**config.mk**
```make
export PLATFORM = sky130hd
export DESIGN_NAME = esoc_ctrl
export DESIGN_NICKNAME = d
export VERILOG_FILES = /design/src/esoc_pkg.sv /design/src/esoc_edge_det.sv /design/src/esoc_ctrl.sv
export SDC_FILE = /design/constraint.sdc
export NUM_CORES = 1
export LEC_CHECK = 0
export BUFFER_PORTS_ARGS = -buffer_cell sky130_fd_sc_hd__buf_2
export CAP_MARGIN = 25
export CORE_ASPECT_RATIO = 0.6
export CORE_MARGIN = 4
export CORE_UTILIZATION = 41
export CTS_CLUSTER_SIZE = 30
export DETAILED_ROUTE_END_ITERATION = 6
export PLACE_DENSITY = 0.57
export SYNTH_ARGS = -nofsm -noshare
export SYNTH_HDL_FRONTEND = slang
export SYNTH_HIERARCHICAL = 1
export SYNTH_SLANG_ARGS = --single-unit
```
**constraint.sdc**
```tcl
create_clock -name core_clk_i -period 4 [get_ports core_clk_i]
set_input_delay 0.2 -clock core_clk_i [delete_from_list [all_inputs] [get_ports core_clk_i]]
set_output_delay 0.2 -clock core_clk_i [all_outputs]
set_load 0.03 [all_outputs]
```
**src/esoc_pkg.sv**
```systemverilog
// esoc_pkg: shared types and constants for the external select output control
// assumes a two-wire serial bus sampled by a 10 MHz core clock
package esoc_pkg;
    localparam int unsigned CLK_PERIOD_NS  = 100;
    localparam int unsigned CTRL_OE_BIT    = 1;
    localparam int unsigned CTRL_RW_BIT    = 0;
    localparam int unsigned BYTE_BITS      = 8;
    localparam logic        SEL_RESET_ON   = 1'b0;
    localparam logic [3:0]  CTRL_CODE_VAL  = 4'h6;

    // decoded bus events from the edge finder
    typedef struct packed {
        logic scl_rise;
        logic scl_fall;
        logic start;
        logic stop;
        logic sda;
    } esoc_bus_ev_s;

    typedef enum logic [2:0] {
        ESOC_IDLE,
        ESOC_CTRL,
        ESOC_ID,
        ESOC_REST,
        ESOC_IGNORE
    } esoc_state_e;
endpackage : esoc_pkg

```
**src/esoc_edge_det.sv**
```systemverilog
// esoc_edge_det: synchronises the serial clock and data pins and finds
// start, stop and clock edges; assumes both pins arrive asynchronously
`timescale 1ns/10ps
`default_nettype none
module esoc_edge_det
    import esoc_pkg::*;
(
    input  wire logic         core_clk_i,
    input  wire logic         nrst_i,
    input  wire logic         scl_i,
    input  wire logic         sda_i,
    output var  esoc_bus_ev_s ev_o
);
    logic [1:0] scl_sync_ff;
    logic [1:0] sda_sync_ff;
    logic       scl_d_ff;
    logic       sda_d_ff;

    always_ff @(posedge core_clk_i or negedge nrst_i) begin
        if (!nrst_i) begin
            scl_sync_ff <= 2'h3;
            sda_sync_ff <= 2'h3;
            scl_d_ff    <= 1'b1;
            sda_d_ff    <= 1'b1;
        end else begin
            scl_sync_ff <= {scl_sync_ff[0], scl_i};
            sda_sync_ff <= {sda_sync_ff[0], sda_i};
            scl_d_ff    <= scl_sync_ff[1];
            sda_d_ff    <= sda_sync_ff[1];
        end
    end

    wire scl_s = scl_sync_ff[1];
    wire sda_s = sda_sync_ff[1];

    assign ev_o.scl_rise = scl_s & ~scl_d_ff;
    assign ev_o.scl_fall = ~scl_s & scl_d_ff;
    // data moving while clock is high marks start and stop
    assign ev_o.start    = scl_s & scl_d_ff & sda_d_ff & ~sda_s;
    assign ev_o.stop     = scl_s & scl_d_ff & ~sda_d_ff & sda_s;
    assign ev_o.sda      = sda_s;
endmodule // esoc_edge_det
`default_nettype wire

```
**src/esoc_ctrl.sv**
```systemverilog
// esoc_ctrl: drives the open-drain active-low select output from the
// enable bit of each matched command's control byte
// assumes a bus master and an external pull-up on the select line
`timescale 1ns/10ps
`default_nettype none
module esoc_ctrl
    import esoc_pkg::*;
(
    input  wire logic       core_clk_i,
    input  wire logic       nrst_i,
    input  wire logic       scl_i,
    input  wire logic       sda_i,
    input  wire logic [7:0] dev_id_i,
    output logic            ext_select_out_n_o,
    output logic            ext_select_out_n_oe_o,
    output logic            sda_o,
    output logic            sda_oe_o
);
    esoc_bus_ev_s ev;

    esoc_edge_det u_edge (
        .core_clk_i (core_clk_i),
        .nrst_i     (nrst_i),
        .scl_i      (scl_i),
        .sda_i      (sda_i),
        .ev_o       (ev)
    );

    esoc_state_e state_ff;
    esoc_state_e nxt_state;
    logic [3:0]  bit_cnt_ff;
    logic [7:0]  shift_ff;
    logic        oe_bit_ff;
    logic        rw_bit_ff;
    logic        id_ok_ff;
    logic        pend_ff;
    logic        ack_drv_ff;
    logic        sel_on_ff;
    logic        last_rise_ff;

    function automatic logic is_ctrl_code(input logic [7:0] b);
        return b[7:4] == CTRL_CODE_VAL;
    endfunction

    wire        byte_done = ev.scl_rise && bit_cnt_ff == 4'(BYTE_BITS - 1);
    wire [7:0]  byte_val  = {shift_ff[6:0], ev.sda};
    wire        ack_rise  = ev.scl_rise && bit_cnt_ff == 4'(BYTE_BITS);
    // command type is not decoded: every matched command applies at the
    // first rise after the id acknowledge, which is also the rise before a short stop
    wire        early_cmd = (state_ff == ESOC_ID) && id_ok_ff && ack_rise;
    // rising edge of the ack clock counted, next rise applies
    logic       early_go_ff;
    wire        apply_early = early_go_ff && ev.scl_rise && pend_ff;
    // backstop only: the acknowledge holds data low, so no stop can
    // come between the id ack rise and the next rise
    wire        apply_stop  = ev.stop && pend_ff && last_rise_ff;

    always_comb begin
        nxt_state = state_ff;
        if (ev.start) begin
            nxt_state = ESOC_CTRL;
        end else if (ev.stop) begin
            nxt_state = ESOC_IDLE;
        end else begin
            unique case (state_ff)
                ESOC_IDLE:   nxt_state = ESOC_IDLE;
                ESOC_CTRL:   if (ack_rise) nxt_state = is_ctrl_code(shift_ff) ? ESOC_ID
                                                                    : ESOC_IGNORE;
                ESOC_ID:     if (ack_rise) nxt_state = id_ok_ff ? ESOC_REST : ESOC_IGNORE;
                ESOC_REST:   nxt_state = ESOC_REST;
                ESOC_IGNORE: nxt_state = ESOC_IGNORE;
            endcase
        end
    end

    always_ff @(posedge core_clk_i or negedge nrst_i) begin
        if (!nrst_i) begin
            state_ff   <= ESOC_IDLE;
            bit_cnt_ff <= 4'h0;
            shift_ff   <= 8'h00;
        end else begin
            state_ff <= nxt_state;
            if (ev.start || (ack_rise)) begin
                bit_cnt_ff <= 4'h0;
            end else if (ev.scl_rise) begin
                bit_cnt_ff <= bit_cnt_ff + 4'h1;
            end
            if (ev.scl_rise && bit_cnt_ff < 4'(BYTE_BITS)) begin
                shift_ff <= byte_val;
            end
        end
    end

    always_ff @(posedge core_clk_i or negedge nrst_i) begin
        if (!nrst_i) begin
            oe_bit_ff <= 1'b0;
            rw_bit_ff <= 1'b0;
            id_ok_ff  <= 1'b0;
        end else if (byte_done && state_ff == ESOC_CTRL) begin
            oe_bit_ff <= byte_val[CTRL_OE_BIT];
            rw_bit_ff <= byte_val[CTRL_RW_BIT];
        end else if (byte_done && state_ff == ESOC_ID) begin
            id_ok_ff  <= byte_val == dev_id_i;
        end
    end

    // pend: a matched command whose setting is not yet applied
    // last_rise: clock high since its last rise, so a stop qualifies
    always_ff @(posedge core_clk_i or negedge nrst_i) begin
        if (!nrst_i) begin
            pend_ff      <= 1'b0;
            early_go_ff  <= 1'b0;
            last_rise_ff <= 1'b0;
        end else begin
            last_rise_ff <= ev.scl_rise ? 1'b1 : (ev.scl_fall ? 1'b0 : last_rise_ff);
            if (ev.start) begin
                pend_ff     <= 1'b0;
                early_go_ff <= 1'b0;
            end else if (state_ff == ESOC_ID && ack_rise && id_ok_ff) begin
                pend_ff     <= 1'b1;
                early_go_ff <= early_cmd;
            end else if (apply_early || apply_stop) begin
                pend_ff     <= 1'b0;
                early_go_ff <= 1'b0;
            end
        end
    end

    // held latch: only a matched command changes it
    // nrst_i stands in for power-up; there is no other clear
    always_ff @(posedge core_clk_i or negedge nrst_i) begin
        if (!nrst_i) begin
            sel_on_ff <= SEL_RESET_ON;
        end else if (apply_early || apply_stop) begin
            sel_on_ff <= oe_bit_ff;
        end
    end

    // acknowledge during ninth clock of control and ID bytes
    // released on the ninth fall so the master can move data next
    always_ff @(posedge core_clk_i or negedge nrst_i) begin
        if (!nrst_i) begin
            ack_drv_ff <= 1'b0;
        end else if (ev.start || ev.stop) begin
            ack_drv_ff <= 1'b0;
        end else if (ev.scl_fall && bit_cnt_ff == 4'(BYTE_BITS)) begin
            ack_drv_ff <= (state_ff == ESOC_CTRL && is_ctrl_code(shift_ff))
                          || (state_ff == ESOC_ID && id_ok_ff);
        end else if (ev.scl_fall) begin
            ack_drv_ff <= 1'b0;
        end
    end

    // open drain: only ever drive low
    assign ext_select_out_n_o    = 1'b0;
    assign ext_select_out_n_oe_o = sel_on_ff;
    assign sda_o                 = 1'b0;
    assign sda_oe_o              = ack_drv_ff;

    // checks on the apply edge, the held latch and the captured fields
    a_sel_hold: assert property (@(posedge core_clk_i) disable iff (!nrst_i)
        !(apply_early || apply_stop) |=> $stable(sel_on_ff))
        else $error("select changed without command");
    a_sel_value: assert property (@(posedge core_clk_i) disable iff (!nrst_i)
        (apply_early || apply_stop) |=> sel_on_ff == $past(oe_bit_ff))
        else $error("select differs from enable bit");
    a_early_edge: assert property (@(posedge core_clk_i) disable iff (!nrst_i)
        apply_early |-> state_ff == ESOC_REST && bit_cnt_ff == 4'h0)
        else $error("apply not on first rise after ack");
    a_early_value: assert property (@(posedge core_clk_i) disable iff (!nrst_i)
        apply_early && oe_bit_ff |=> ext_select_out_n_oe_o)
        else $error("select not pulled after ack");
    a_stop_edge: assert property (@(posedge core_clk_i) disable iff (!nrst_i)
        ev.stop && state_ff == ESOC_REST |-> !pend_ff && sel_on_ff == oe_bit_ff)
        else $error("select not updated before stop");
    a_drive_low: assert property (@(posedge core_clk_i) disable iff (!nrst_i)
        ext_select_out_n_oe_o |-> ext_select_out_n_o == 1'b0)
        else $error("select driven high");
    a_release_off: assert property (@(posedge core_clk_i) disable iff (!nrst_i)
        (apply_early || apply_stop) && !oe_bit_ff |=> !ext_select_out_n_oe_o)
        else $error("cleared enable not released");
    a_pend_clear: assert property (@(posedge core_clk_i) disable iff (!nrst_i)
        (apply_early || apply_stop) |=> !pend_ff)
        else $error("pending not cleared");
    a_id_gate: assert property (@(posedge core_clk_i) disable iff (!nrst_i)
        $rose(pend_ff) |-> $past(id_ok_ff))
        else $error("pending without matched ID");
    a_id_capture: assert property (@(posedge core_clk_i) disable iff (!nrst_i)
        byte_done && state_ff == ESOC_ID |=> id_ok_ff == (shift_ff == dev_id_i))
        else $error("id match not captured");
    a_oe_capture: assert property (@(posedge core_clk_i) disable iff (!nrst_i)
        byte_done && state_ff == ESOC_CTRL |=> oe_bit_ff == shift_ff[CTRL_OE_BIT])
        else $error("enable bit not captured");
    a_start_cancel: assert property (@(posedge core_clk_i) disable iff (!nrst_i)
        ev.start |=> !pend_ff && state_ff == ESOC_CTRL)
        else $error("start left a pending change");
    a_refused_hold: assert property (@(posedge core_clk_i) disable iff (!nrst_i)
        state_ff == ESOC_IGNORE |-> !pend_ff)
        else $error("refused command pending");
    a_ack_match: assert property (@(posedge core_clk_i) disable iff (!nrst_i)
        $rose(ack_drv_ff) |-> $past(state_ff) == ESOC_CTRL || $past(state_ff) == ESOC_ID)
        else $error("acknowledge outside control or id byte");
    a_ack_release: assert property (@(posedge core_clk_i) disable iff (!nrst_i)
        (ev.start || ev.stop) |=> !ack_drv_ff)
        else $error("acknowledge held over start or stop");
    a_cnt_range: assert property (@(posedge core_clk_i) disable iff (!nrst_i)
        bit_cnt_ff <= 4'(BYTE_BITS))
        else $error("bit counter past ack");

    // covers for the main scenarios
    c_early: cover property (@(posedge core_clk_i) apply_early && oe_bit_ff);
    c_read_early: cover property (@(posedge core_clk_i) apply_early && rw_bit_ff);
    c_stop_on: cover property (@(posedge core_clk_i)
        ev.stop && state_ff == ESOC_REST && sel_on_ff);
    c_stop_off: cover property (@(posedge core_clk_i)
        ev.stop && state_ff == ESOC_REST && !sel_on_ff);
    c_refused: cover property (@(posedge core_clk_i) ev.stop && state_ff == ESOC_IGNORE);
endmodule // esoc_ctrl
`default_nettype wire

```
Yosys cells after proc, flatten, opt, wreduce, memory -nomap -nowiden
Index checks and enable logic that the tools add are counted.

word-level totals
  flip-flop bits (word level) = 28
  latch bits = 0
  RAM bits = 0
  bits in read-only memories = 0
  input bits = 12
  output and inout bits = 4
  word-level logic and storage cells = 82
  memories kept = 0

operators by class
  add/subtract/negate cells = 1
  multipliers = 0
  div/mod/pow operators = 0
  $lt $le $gt $ge = 1
  eq/ne operators = 10
  shifts and indexed selects = 0
  multiplexer cells = 18
  bitwise gates (word level) = 12
  reductions and logical operators = 26

operators with widths
  kind                                                                   count
  3-bit two-way mux                                                      6
  1-bit logical AND                                                      15
  3-bit one-hot mux with 5 select lines                                  1
  1-bit two-way mux                                                      9
  4-bit by 3-bit equality test with 1-bit output, second input constant  2
  8-bit equality test                                                    1
  4-bit two-way mux                                                      2
  4-bit != test, second input constant                                   2
  1-bit bitwise AND                                                      7
  3-bit by 2-bit equality test with 1-bit output, second input constant  2
  3-bit nonzero test                                                     2
  1-bit inverter                                                         5
  4-bit by 1-bit adder with 4-bit output, second input constant          1
  4-bit equality test, second input constant                             1
  1-bit logical OR                                                       4
  4-bit less-than comparator, second input constant                      1
  2-bit AND reduction                                                    2
  2-bit nonzero test                                                     2
  3-bit by 1-bit equality test with 1-bit output, second input constant  1
  3-bit equality test, second input constant                             1
  3-bit logical NOT                                                      1

Longest topological paths before layout
  word-level depth = 9
  depth in mapped cells = 7

By module
The synthesis kept the hierarchy.

by module, submodules not included
  module         times used  cells each  area each (µm²)
  esoc_ctrl      1           126         1184.9
  esoc_edge_det  1           11          197.7

Worst setup path before layout
No wires, ideal clock.

  path kind = reg2reg
  from = register u_edge.scl_sync_ff[1]
  to = register oe_bit_ff
  arrival time = 1.613 ns
  required time = 3.872 ns
  slack = 2.259 ns
  cell stages (with the launch flop) = 8
  buffers on the path = 2
  period minus slack after synthesis = 1.741 ns
  path through = dfstp_2 > nor2b_1 > buf_4 > nor2b_1 > buf_4 > nand3_1 > nor3_1 > mux2_1

RTL lines
  what                    line                 RTL
  from (decl)             esoc_edge_det.sv:14  logic [1:0] scl_sync_ff;
  from (signal assigned)  esoc_edge_det.sv:26  scl_sync_ff <= {scl_sync_ff[0], scl_i};
  to (signal assigned)    esoc_ctrl.sv:100     oe_bit_ff <= byte_val[CTRL_OE_BIT];
  to (decl)               esoc_ctrl.sv:33      logic oe_bit_ff;

==> impl_metrics.env <==
export IMPL_antenna_found_initial=0
export IMPL_layoutNonFillerInstCount=193
export IMPL_wl_mm=2.55
export IMPL_dr_pass1_iters=6
export IMPL_tightest_slew_ns=0.667
export IMPL_relSlewSlack_pct=55.4
export IMPL_die_y_um=53.0
export IMPL_route_detailed_wl_per_inst_um=13.2
export IMPL_drc=0
export IMPL_cp_start_kind="flip-flop"
export IMPL_syn_area_um2=1380
export IMPL_post_route_min_period_ns=2.49
export IMPL_crit_arrival_ns=2.65
export IMPL_post_route_util_pct=47.4
export IMPL_yosysWarnings=6
export IMPL_dpl_cell_count=187
export IMPL_cts_tree="done"
export IMPL_synth_ff_type="dfrtp_1"
export IMPL_via_per_inst=4.93
export IMPL_design_die_area_um2=4400
export IMPL_grt_max_degree=29
export IMPL_path_cells="nor2b_1 > nor2b_1 > nand3_1 > nor3_1 > mux2_1"
export IMPL_num_rows=16
export IMPL_via_count=951
export IMPL_met1_usage_pct=17.7
export IMPL_max_clock_freq_mhz=402
export IMPL_multiInputGateArea_um2=598
export IMPL_synth_edf_count=0
export IMPL_irDropWorstVdd_mv=0.258
export IMPL_fin_tns_setup_ns=0
export IMPL_whs_ns=0.0224
export IMPL_cap_violations=0
export IMPL_drive_gt1_share_pct=16.9
export IMPL_grt_met3_usage_pct=4.20
export IMPL_finalHoldViolations=0
export IMPL_drt_iter0_drc=53
export IMPL_post_cts_resized=0
export IMPL_final_nets=163
export IMPL_grt_pass1_wl_mm=4.40
export IMPL_dpl_cell_area_um2=1450
export IMPL_cp_slowest_stage_delay_ns=0.63
export IMPL_core_area_um2=3240
export IMPL_grt_busiest_layer="met2"
export IMPL_slowest_stage="nor2b_1"
export IMPL_finalPower_uw=792
export IMPL_ys_seq_elements=28
export IMPL_cts_setup_buffers=0
export IMPL_die_w_um=83.0
export IMPL_crit_type="flip-flop to flip-flop"
export IMPL_dpl_worst_slack_ns=1.52
export IMPL_n_fill_cell=323
export IMPL_htreeDepth=1
export IMPL_p_per_area_nw_per_um2=515
export IMPL_rsz0062_at_grt="false"
export IMPL_setup_viol=0
export IMPL_cp_common_cell="nor2b_1"
export IMPL_status="completed"
export IMPL_dp_hpwl_mm=1.87
export IMPL_yosysSeqAreaShare_pct=51.2
export IMPL_grt_util_met2_pct=20.2
export IMPL_io_buffers=13
export IMPL_io_pins=16
export IMPL_grt_pass1_vias=923
export IMPL_ff_latch_area_um2=708
export IMPL_cts_sinks=28
export IMPL_fin_crit_sh_pct=62.2
export IMPL_syn_inst=137
export IMPL_crit_family="simple AND/OR/NAND/NOR gates"
export IMPL_cp_max_fo=10
export IMPL_final_common_cell="nand2_1"
export IMPL_start_util_pct=42.6
export IMPL_track_usage_pct=12.9
export IMPL_finalWeightedCongestion=0.797
export IMPL_synth_cell_type_count=40
export IMPL_cp_end_kind="flip-flop"
export IMPL_design_area_um2=1540
export IMPL_clockBufferDepth=2
export IMPL_drv_slew=0
export IMPL_layout_common_cells="nand2_1, dfrtp_1, buf_2"
export IMPL_async_flop_share_pct=100
export IMPL_p_leak_nw=0.714
export IMPL_syn_to_final_growth_pct=11.2
export IMPL_ant_nets=0
export IMPL_cts_root_buffer="clkbuf_8"
export IMPL_grt_overflow=0
export IMPL_worst_slack_ns=1.51
export IMPL_hold_class="input pin to flip-flop"
export IMPL_diodes=0
export IMPL_postCtsHoldBufs=1
export IMPL_clk_pin_slew_worst_paths_ns=0.09
export IMPL_syn_area_per_cell_um2=10.1
export IMPL_cts_made_buffers=3
export IMPL_skew_ns=0.00162
export IMPL_critPathRequiredTime_ns=4.16
export IMPL_worst_path_buf_inv=0
export IMPL_clk_latency_ns=0.27
==> registers in the layout, indices dropped and copies added (netlist names), 2 cells and up <==
name	flops
shift_ff	8
bit_cnt_ff	4
u_edge/sda_sync_ff	2
state_ff	3
u_edge/scl_sync_ff	2
==> cells in the mapped netlist, drive strengths merged (2+ instances only) <==
cell type	number	area, um2
buf	7	53.8
nor3	3	15.0
inv	5	18.8
nor4	2	12.5
clkbuf	2	7.51
nand3	2	10.0
nand4	4	25.0
o31ai	2	15.0
xnor2	9	78.8
nor2	7	26.3
xor2	2	17.5
nand2	31	116
dfrtp	22	551
mux2	2	22.5
nor2b	3	18.8
ha	2	25.0
and4b	3	30.0
mux2i	2	20.0
dfstp	6	158
a21oi	4	20.0
==> path summary, 6_finish.rpt <==
path                                              end  cells past startpoint                  start  slack (ns)
min in group asynchronous                 state_ff[2]                      2                 nrst_i        0.47
worst max register to register              oe_bit_ff                      5  u_edge/scl_sync_ff[1]        1.51
worst max-delay path                        oe_bit_ff                      5  u_edge/scl_sync_ff[1]        1.51
max in group asynchronous                 shift_ff[4]                      2                 nrst_i        3.13
worst min-delay path            u_edge/scl_sync_ff[0]                      1                  scl_i        0.02
worst min register to register  u_edge/sda_sync_ff[1]                      0  u_edge/sda_sync_ff[0]        0.36
==> cells by family (layout without fill, tap and decap cells) <==
group / after synthesis / after routing / synth area share, %
and+or+nand+nor: 62 / 62 / 22.4
DFF: 28 / 28 / 51.2
AOI/OAI and AO/OA: 14 / 14 / 7.60
buffers and inverters: 14 / 24 / 5.79
xor gates and xnor gates: 11 / 11 / 6.97
muxes: 4 / 4 / 3.08
adders and majority gates: 3 / 3 / 2.62
other: 1 / 2 / 0.271
==> per-layer routing <==
layer	vias to the layer above	part of all wire [%]	wire [um]
met4	0	0.47	12
met1	445	55	1390
li1	485	-	-
met5	-	0	0
met2	19	41	1040
met3	2	4.2	106
==> report_power, final <==
part	total, mW	internal (mW)	switching [mW]
clock	0.221	0.134	0.0873
sequential	0.414	0.345	0.0684
combinational	0.157	0.0779	0.0791
total	0.792	0.557	0.235
==> final cells by class <==
cell class	count	area share, %
sequential	28	46.1
timing repair buffer	15	5.53
multi-input combinational	96	38.9
tap	45	3.66
clock buffer	3	2.69
clock inverter	1	1.95
inverter	5	1.22
No activity file was read; power rests on OpenSTA's default activity.
